[src/verilog/link_cs_pkg.sv]
// constants shared by the link control and status register logic
package link_cs_pkg;
    localparam int ADDR_W = 8;
    localparam logic [7:0] LINK_REG_ADDR = 8'hD0;
    localparam int ASPM_LSB = 0;
    localparam int RCB_BIT = 3;
    localparam int DIS_BIT = 4;
    localparam int RETRAIN_BIT = 5;
    localparam int CCLK_BIT = 6;
    localparam int EXTS_BIT = 7;
    localparam int HAWD_BIT = 9;
    localparam int B10_BIT = 10;
    localparam int B11_BIT = 11;
    localparam int SPEED_LSB = 16;
    localparam int WIDTH_LSB = 20;
    localparam int TERR_BIT = 26;
    localparam int LTRN_BIT = 27;
    localparam int SCLK_BIT = 28;
    localparam int DLA_BIT = 29;
    localparam logic [1:0] ASPM_RST = 2'h0;
    localparam logic [1:0] ASPM_L0S = 2'h1;
    localparam logic [1:0] ASPM_L1 = 2'h2;
    localparam logic [1:0] ASPM_BOTH = 2'h3;
    localparam logic [3:0] SPEED_2G5 = 4'h1;
    localparam logic [3:0] SPEED_5G0 = 4'h2;
    localparam logic [3:0] SPEED_RST = 4'h2;
    localparam logic [5:0] WIDTH_RST = 6'h01;
    localparam logic [12:0] FTS_EXT = 13'h1000;
    localparam logic [12:0] FTS_NORM = 13'h00FF;
    localparam logic [10:0] TS1_EXT = 11'h400;
    localparam logic [10:0] TS1_NORM = 11'h010;
    localparam logic [1:0] RESP_OKAY = 2'h0;
    localparam logic [1:0] RESP_DECERR = 2'h3;
endpackage

[src/verilog/reg_req_if.sv]
// register request carrier between bus slave and register bank
`timescale 1ns/100ps
interface reg_req_if;
    logic wr_en;
    logic [7:0] waddr;
    logic [31:0] wdata;
    logic [3:0] wstrb;
    logic whit;
    logic [7:0] raddr;
    logic [31:0] rdata;
    logic rhit;
    modport bus (output wr_en, waddr, wdata, wstrb, raddr, input whit, rdata, rhit);
    modport regs (input wr_en, waddr, wdata, wstrb, raddr, output whit, rdata, rhit);
endinterface

[src/verilog/axil_slave.sv]
// axi4-lite slave front end, one write and one read at a time
`timescale 1ns/100ps
module axil_slave (
    input wire logic aclk,
    input wire logic aresetn,
    input wire logic [7:0] awaddr,
    input wire logic awvalid,
    output logic awready,
    input wire logic [31:0] wdata,
    input wire logic [3:0] wstrb,
    input wire logic wvalid,
    output logic wready,
    output logic [1:0] bresp,
    output logic bvalid,
    input wire logic bready,
    input wire logic [7:0] araddr,
    input wire logic arvalid,
    output logic arready,
    output logic [31:0] rdata,
    output logic [1:0] rresp,
    output logic rvalid,
    input wire logic rready,
    reg_req_if.bus rq
);
    typedef struct packed {
        logic aw_full;
        logic [7:0] aw_addr;
        logic w_full;
        logic [31:0] w_data;
        logic [3:0] w_strb;
        logic bvalid;
        logic [1:0] bresp;
        logic rvalid;
        logic [31:0] rdata;
        logic [1:0] rresp;
    } axs_t;
    axs_t q, d;

    // write goes once both halves are held and the old response is gone
    assign awready = !q.aw_full && !q.bvalid;
    assign wready = !q.w_full && !q.bvalid;
    assign arready = !q.rvalid;
    assign rq.wr_en = q.aw_full && q.w_full && !q.bvalid;
    assign rq.waddr = q.aw_addr;
    assign rq.wdata = q.w_data;
    assign rq.wstrb = q.w_strb;
    assign rq.raddr = araddr;
    assign bvalid = q.bvalid;
    assign bresp = q.bresp;
    assign rvalid = q.rvalid;
    assign rdata = q.rdata;
    assign rresp = q.rresp;

    always_comb begin
        d = q;
        if (awvalid && awready) begin
            d.aw_full = 1'b1;
            d.aw_addr = awaddr;
        end
        if (wvalid && wready) begin
            d.w_full = 1'b1;
            d.w_data = wdata;
            d.w_strb = wstrb;
        end
        if (rq.wr_en) begin
            d.aw_full = 1'b0;
            d.w_full = 1'b0;
            d.bvalid = 1'b1;
            d.bresp = rq.whit ? link_cs_pkg::RESP_OKAY : link_cs_pkg::RESP_DECERR;
        end else if (q.bvalid && bready) begin
            d.bvalid = 1'b0;
        end
        if (arvalid && arready) begin
            d.rvalid = 1'b1;
            d.rdata = rq.rhit ? rq.rdata : 32'h0000_0000;
            d.rresp = rq.rhit ? link_cs_pkg::RESP_OKAY : link_cs_pkg::RESP_DECERR;
        end else if (q.rvalid && rready) begin
            d.rvalid = 1'b0;
        end
    end

    always_ff @(posedge aclk) begin
        if (!aresetn) begin
            q <= '0;
        end else begin
            q <= d;
        end
    end
endmodule

[src/verilog/link_train_tracker.sv]
// training progress, training error, negotiated speed and width
`timescale 1ns/100ps
module link_train_tracker #(
    parameter int WIDTH_W = 6
) (
    input wire logic aclk,
    input wire logic aresetn,
    input wire logic retrain_go,
    input wire logic training,
    input wire logic train_fail,
    input wire logic train_done,
    input wire logic [3:0] neg_speed,
    input wire logic [WIDTH_W-1:0] neg_width,
    output logic lnk_training,
    output logic train_error,
    output logic [3:0] speed,
    output logic [WIDTH_W-1:0] width
);
    typedef struct packed {
        logic trn;
        logic err;
        logic [3:0] speed;
        logic [WIDTH_W-1:0] width;
    } trk_t;
    trk_t q, d;

    always_comb begin
        d = q;
        // a new request wins over the completion seen in the same cycle
        // a failed attempt ends training too, so the flag must not stick after it
        d.trn = retrain_go || training || (q.trn && !train_done && !train_fail);
        d.err = train_fail || (q.err && !train_done);
        if (train_done) begin
            d.speed = neg_speed;
            d.width = neg_width;
        end
    end

    always_ff @(posedge aclk) begin
        if (!aresetn) begin
            q <= '{trn: 1'b0, err: 1'b0, speed: link_cs_pkg::SPEED_RST,
                   width: WIDTH_W'(link_cs_pkg::WIDTH_RST)};
        end else begin
            q <= d;
        end
    end

    assign lnk_training = q.trn;
    assign train_error = q.err;
    assign speed = q.speed;
    assign width = q.width;
endmodule

[src/verilog/link_ctl_status.sv]
// link control and link status register bank of one switch port
//
// Register access over AXI4-Lite is this design's own decision.
`timescale 1ns/100ps
module link_ctl_status #(
    parameter bit UPSTREAM = 1'b0
) (
    input wire logic aclk,
    input wire logic aresetn,
    input wire logic [7:0] s_axi_awaddr,
    input wire logic [2:0] s_axi_awprot,
    input wire logic s_axi_awvalid,
    output logic s_axi_awready,
    input wire logic [31:0] s_axi_wdata,
    input wire logic [3:0] s_axi_wstrb,
    input wire logic s_axi_wvalid,
    output logic s_axi_wready,
    output logic [1:0] s_axi_bresp,
    output logic s_axi_bvalid,
    input wire logic s_axi_bready,
    input wire logic [7:0] s_axi_araddr,
    input wire logic [2:0] s_axi_arprot,
    input wire logic s_axi_arvalid,
    output logic s_axi_arready,
    output logic [31:0] s_axi_rdata,
    output logic [1:0] s_axi_rresp,
    output logic s_axi_rvalid,
    input wire logic s_axi_rready,
    input wire logic ltssm_training,
    input wire logic ltssm_train_fail,
    input wire logic ltssm_train_done,
    input wire logic dl_active,
    input wire logic [3:0] neg_speed,
    input wire logic [5:0] neg_width,
    input wire logic slot_clock_strap,
    output logic aspm_l0s_en,
    output logic aspm_l1_en,
    output logic rx_l0s_capable,
    output logic link_disable,
    output logic retrain_start,
    output logic common_clock,
    output logic ext_synch,
    output logic [12:0] fts_exit_count,
    output logic [10:0] ts1_exit_count,
    output logic hw_width_disable,
    output logic ctl_bit10,
    output logic ctl_bit11
);
    // --------------------------------------------------------------
    // state
    // --------------------------------------------------------------
    typedef struct packed {
        logic [1:0] aspm;
        logic dis;
        logic cclk;
        logic exts;
        logic hawd;
        logic b10;
        logic b11;
        logic retrain;
        logic [1:0] strap_sync;
        logic [1:0] settle;
        logic slot_clk;
        logic dla;
    } ctl_t;
    ctl_t q, d;

    reg_req_if rq ();

    logic lnk_training;
    logic train_error;
    logic [3:0] speed;
    logic [5:0] width;
    logic wr_lo;
    logic retrain_go;

    // --------------------------------------------------------------
    // bus front end
    // --------------------------------------------------------------
    axil_slave u_axil (
        .aclk(aclk),
        .aresetn(aresetn),
        .awaddr(s_axi_awaddr),
        .awvalid(s_axi_awvalid),
        .awready(s_axi_awready),
        .wdata(s_axi_wdata),
        .wstrb(s_axi_wstrb),
        .wvalid(s_axi_wvalid),
        .wready(s_axi_wready),
        .bresp(s_axi_bresp),
        .bvalid(s_axi_bvalid),
        .bready(s_axi_bready),
        .araddr(s_axi_araddr),
        .arvalid(s_axi_arvalid),
        .arready(s_axi_arready),
        .rdata(s_axi_rdata),
        .rresp(s_axi_rresp),
        .rvalid(s_axi_rvalid),
        .rready(s_axi_rready),
        .rq(rq)
    );

    function automatic logic addr_hit(input logic [7:0] a);
        addr_hit = (a[7:2] == link_cs_pkg::LINK_REG_ADDR[7:2]);
    endfunction

    // status halfword only ever reads; control halfword on byte lanes 0, 1
    assign rq.whit = addr_hit(rq.waddr);
    assign rq.rhit = addr_hit(rq.raddr);
    assign wr_lo = rq.wr_en && rq.whit;
    assign retrain_go = !UPSTREAM && wr_lo && rq.wstrb[0]
                        && rq.wdata[link_cs_pkg::RETRAIN_BIT];

    // --------------------------------------------------------------
    // training status
    // --------------------------------------------------------------
    link_train_tracker #(
        .WIDTH_W(6)
    ) u_trk (
        .aclk(aclk),
        .aresetn(aresetn),
        .retrain_go(retrain_go),
        .training(ltssm_training),
        .train_fail(ltssm_train_fail),
        .train_done(ltssm_train_done),
        .neg_speed(neg_speed),
        .neg_width(neg_width),
        .lnk_training(lnk_training),
        .train_error(train_error),
        .speed(speed),
        .width(width)
    );

    // --------------------------------------------------------------
    // control register update
    // --------------------------------------------------------------
    always_comb begin
        d = q;
        d.retrain = retrain_go;
        // strap is a pin: two flops, then sampled on the first three cycles after reset and held
        d.strap_sync = {q.strap_sync[0], slot_clock_strap};
        if (q.settle != 2'h3) begin
            d.settle = q.settle + 2'h1;
            d.slot_clk = q.strap_sync[1];
        end
        d.dla = dl_active;
        if (wr_lo && rq.wstrb[0]) begin
            d.aspm = rq.wdata[link_cs_pkg::ASPM_LSB +: 2];
            d.dis = !UPSTREAM && rq.wdata[link_cs_pkg::DIS_BIT];
            d.cclk = rq.wdata[link_cs_pkg::CCLK_BIT];
            d.exts = rq.wdata[link_cs_pkg::EXTS_BIT];
        end
        if (wr_lo && rq.wstrb[1]) begin
            d.hawd = rq.wdata[link_cs_pkg::HAWD_BIT];
            d.b10 = !UPSTREAM && rq.wdata[link_cs_pkg::B10_BIT];
            d.b11 = !UPSTREAM && rq.wdata[link_cs_pkg::B11_BIT];
        end
    end

    always_ff @(posedge aclk) begin
        if (!aresetn) begin
            q <= '{aspm: link_cs_pkg::ASPM_RST, default: '0};
        end else begin
            q <= d;
        end
    end

    // --------------------------------------------------------------
    // read word
    // --------------------------------------------------------------
    // rcb, retrain and reserved positions stay zero
    always_comb begin
        rq.rdata = 32'h0000_0000;
        rq.rdata[link_cs_pkg::ASPM_LSB +: 2] = q.aspm;
        rq.rdata[link_cs_pkg::DIS_BIT] = q.dis;
        rq.rdata[link_cs_pkg::CCLK_BIT] = q.cclk;
        rq.rdata[link_cs_pkg::EXTS_BIT] = q.exts;
        rq.rdata[link_cs_pkg::HAWD_BIT] = q.hawd;
        rq.rdata[link_cs_pkg::B10_BIT] = q.b10;
        rq.rdata[link_cs_pkg::B11_BIT] = q.b11;
        rq.rdata[link_cs_pkg::SPEED_LSB +: 4] = speed;
        rq.rdata[link_cs_pkg::WIDTH_LSB +: 6] = width;
        rq.rdata[link_cs_pkg::TERR_BIT] = train_error;
        rq.rdata[link_cs_pkg::LTRN_BIT] = lnk_training;
        rq.rdata[link_cs_pkg::SCLK_BIT] = q.slot_clk;
        rq.rdata[link_cs_pkg::DLA_BIT] = q.dla;
    end

    // --------------------------------------------------------------
    // outputs to link training and power management
    // --------------------------------------------------------------
    assign aspm_l0s_en = q.aspm[0];
    assign aspm_l1_en = q.aspm[1];
    assign rx_l0s_capable = 1'b1;
    assign link_disable = q.dis;
    assign retrain_start = q.retrain;
    assign common_clock = q.cclk;
    assign ext_synch = q.exts;
    assign fts_exit_count = q.exts ? link_cs_pkg::FTS_EXT : link_cs_pkg::FTS_NORM;
    assign ts1_exit_count = q.exts ? link_cs_pkg::TS1_EXT : link_cs_pkg::TS1_NORM;
    assign hw_width_disable = q.hawd;
    assign ctl_bit10 = q.b10;
    assign ctl_bit11 = q.b11;
endmodule

[config.mk]
export PLATFORM = sky130hd
export DESIGN_NAME = link_ctl_status
export DESIGN_NICKNAME = d
export VERILOG_FILES = /design/src/verilog/link_cs_pkg.sv /design/src/verilog/reg_req_if.sv /design/src/verilog/axil_slave.sv /design/src/verilog/link_train_tracker.sv /design/src/verilog/link_ctl_status.sv
export SDC_FILE = /design/constraint.sdc
export NUM_CORES = 1
export LEC_CHECK = 0
export BUFFER_PORTS_ARGS = -buffer_cell sky130_fd_sc_hd__buf_2
export CAP_MARGIN = 20
export CORE_ASPECT_RATIO = 0.75
export CORE_MARGIN = 4
export CORE_UTILIZATION = 42
export DETAILED_ROUTE_END_ITERATION = 8
export PLACE_DENSITY = 0.77
export SLEW_MARGIN = 30
export SYNTH_ARGS = -nofsm -noshare
export SYNTH_HDL_FRONTEND = slang
export SYNTH_SLANG_ARGS = --single-unit
export TNS_END_PERCENT = 50
[constraint.sdc]
create_clock -name aclk -period 1.4 [get_ports aclk]
set_clock_uncertainty 0.15 [all_clocks]
set_input_delay 0.07 -clock aclk [delete_from_list [all_inputs] [get_ports aclk]]
set_output_delay 0.07 -clock aclk [all_outputs]
set_load 0.05 [all_outputs]
==> out/results.md <==
• result of the run: finished, violations left
• Clk Latency, worst-skew pair: 330 ps
• clock transition time at the flip-flop clock pins of the worst setup and hold paths: 70 ps
• top achievable clock speed: 0.668 GHz
• mux share of post-synthesis cell area: 11.2%
• period utilization: 107%
• worst path arrival time: 1580 ps
• DRC: 0
• area fraction in and, or, nand and nor cells after synthesis: 21.1%
• Most used DFF post-synth: dfxtp_1
• FF-to-FF End: u_axil.bresp[0]
• clock period minus worst slack: 1500 ps
• Max Transition Viols Final: 0
• CTS sink cnt: 72
• global placer's final weighted congestion: 0.731
• endpoints failing setup: 23
• reg-to-reg critical path startpoint: u_axil.bvalid
• total of max-cap violations: 0
• largest fanout of any net on the critical path: 4
• number of flops mapped to enable cells by yosys: 0
• pin count of the biggest net entering global routing: 36
• wire length per cell: 13.3 um
• number of rows created at floorplan: 27
• Worst Hold Class: primary input to register
• number of distinct standard cells referenced by the synthesized netlist: 31
• Worst Setup Path Type: register to register
• synthesized instance count: 346
• number of vias in the routed layout: 2589
• Hold Slack: 21.5 ps
• PnR worst setup slack: -98.1 ps
• number of detailed-route iterations in the first pass: 5
• detailed-placement wirelength estimate: 5210 um
• largest area contributor in the synthesized netlist: dfxtp_1
• antenna violations before repair: 0
• Area growth, synth to finish: 32.5%
• Synthesis Warnings: 0
• chip width: 110 um
• cell at the root of the clock tree: clkbuf_8
• first-pass GRT wire length: 12200 um
• sequential-to-total area share from yosys stat: 43.6%
• H-tree level count: 3
• Min-Delay Endpoint: u_trk.train_error
• CTS Buffer Depth: 2
• violations in the final reports: negative setup slack
• setup repair after global routing missed its margin: yes
• number of buffers added by the clock tree synthesis step: 9
• 1st-iter DRT viols: 57
• Total Neg Setup Slack: -1060 ps
• Overflow after GRT: 0
• TritonCTS clock tree: built
• critical path endpoint category: register
• area of the die: 0.00938 mm2
• static power due to leakage: 1.96 nW
• largest family of logic cells by synthesized area: simple AND/OR/NAND/NOR gates
• total wire length: 7470 um
• path depth of the worst reg2reg path: 4
• antenna-violating nets left: 0
• Worst Path Required: 1480 ps
• post-synthesis share of cell area spent on full adders, half adders and majority gates: 0.378%
• top-level port count: 155
• mean area per synthesized cell: 9.56 um2
• Cells on Worst Hold Path: 2
• CP Launch Type: register
• Final Net Count: 536
• area share of xor/xnor cells in the synthesized design: 0.265%
• worst vdd ir: 483 uV
• number of antenna cells inserted: 0
• power density normalized to cell area: 1080 mW/mm2
• worst reg2reg setup slack: -100 ps
• area of the placeable core: 0.00750 mm2
• cell area after technology mapping: 0.00331 mm2
• fraction of registers with async set/reset: 0%
• vias in the first global route: 2552
• share of post-route cells with drive strength above 1: 33.3%
• top cell type's share of synthesized area: 43.6%
• Die Span Y: 84.9 um
• via-per-instance ratio: 4.61
• global-route usage over all layers: 15.8%
• compound-cell area share of the yosys netlist: 6.54%
• hold path startpoint: aresetn
• synthesized flop and latch total: 72
• starting density of the core: 44.1%
• count of final hold-check violations: 0
• # port buffers: 95
• Area contributors post-synth: dfxtp_1 44%, buf_4 14%, mux2i_1 11%
## metrics by stage
| step | setup WS [ps] | area, um2 | power [mW] | cells | util (%) |
|---|---|---|---|---|---|
| detailed placement | -158 | 3660 | 2.93 | 503 | 48.8 |
| finish | -98.1 | 4380 | 4.75 | 561 | 58.5 |
| global route | -166 | 4380 | 4.97 | 561 | 58.5 |
| CTS | -151 | 4320 | 4.77 | 560 | 57.6 |
| floorplan | -111 | 3410 | 2.80 | 368 | - |
| global placement | -57.9 | 3660 | 2.91 | 503 | 48.8 |
## Yosys cell counts, types with 2 or more instances
library cell / n
nand2_1: 42
buf_2: 6
clkbuf_1: 15
nor3b_1: 2
o21a_1: 2
nor2_1: 6
o211a_1: 2
nand2b_1: 3
inv_1: 2
conb_1: 2
and2_1: 5
mux2i_1: 37
dfxtp_1: 72
nand4b_1: 2
buf_4: 61
nand4_1: 22
and3_1: 2
nor2b_1: 29
a21boi_1: 3
a21boi_0: 20
## timing repair
| action | in CTS | in global routing |
|---|---|---|
| gates cloned | 0 | 1 |
| endpoints found under the hold margin | 33 | 0 |
| hold buffers | 38 | 0 |
| endpoints found under the setup margin | 22 | 45 |
| resized for setup | 13 | 17 |
| setup buffers | 3 | 0 |
| pin swaps | 1 | 2 |
## cell type report
type	instances	area, um2
timing repair buffer	158	1120
multi-input combinational	212	1450
inverter	2	11.3
sequential	72	1460
fill	646	3120
clock buffer	12	166
clock inverter	4	48.8
tap	101	126
## worst max-delay path by stage
stage                     slack (ps)     startpoint                to
final                           -100  u_axil.bvalid   u_axil.bresp[0]
after global placement           -60   u_axil.q[74]  hw_width_disable
after floorplan                 -110  u_axil.bvalid         ext_synch
after detailed placement        -160   u_axil.q[74]  hw_width_disable
after global routing            -170  u_axil.bvalid  hw_width_disable
after CTS                       -150  u_axil.bvalid         ctl_bit10
## cells by family after synthesis
logic type / Yosys count
AO/OA/AOI/OAI: 28
buffers and inverters: 84
other: 2
adder cells (fa/ha/maj): 1
flip-flops: 72
AND/OR/NAND/NOR: 121
XOR/XNOR: 1
multiplexers: 37
## power breakdown
part / total [mW] / internal [mW] / switching [mW]
logic: 0.823 / 0.356 / 0.467
clock network: 1.72 / 0.979 / 0.745
registers: 2.21 / 2.14 / 0.0695
## sequential cells by signal (all words and copies together) (netlist names), 2 cells and up
signal           cells
q                    5
u_axil.q             2
u_axil.rdata        22
u_axil.rq.waddr      6
u_axil.rq.wdata      9
u_axil.rq.wstrb      2
u_trk.speed          4
u_trk.width          6
## per-layer routing
metal / share of wire [%] / global-route usage (%) / vias to the layer above
met1: 43 / 18.6 / 1189
met4: 1.3 / 5.37 / 0
met2: 49 / 27.0 / 90
met5: 0 / 0 / -
li1: - / - / 1300
met3: 6.5 / 5.42 / 10
## placed cells by master (no fill, tap or decap), types with 3 or more instances in the layout
cell type      instances
nand4_1               22
dlygate4sd3_1         36
dfxtp_1               64
buf_4                 14
nand2_1               42
buf_6                  9
a21boi_1               5
nand2b_1               3
buf_12                 3
conb_1                24
dfxtp_4                3
and2_1                 5
a21boi_0              18
buf_2                 94
nor2b_1               28
mux2i_1               37
nor2_1                 4
dfxtp_2                5
clkbuf_8              10
## worst max-delay path, cell delays in order, from the launching register on
cell and delay (ps):
dfxtp_4 370, buf_6 120, nand3b_1 170, or4_1 420, and3_1 170
(Power assumes the default switching activity.)
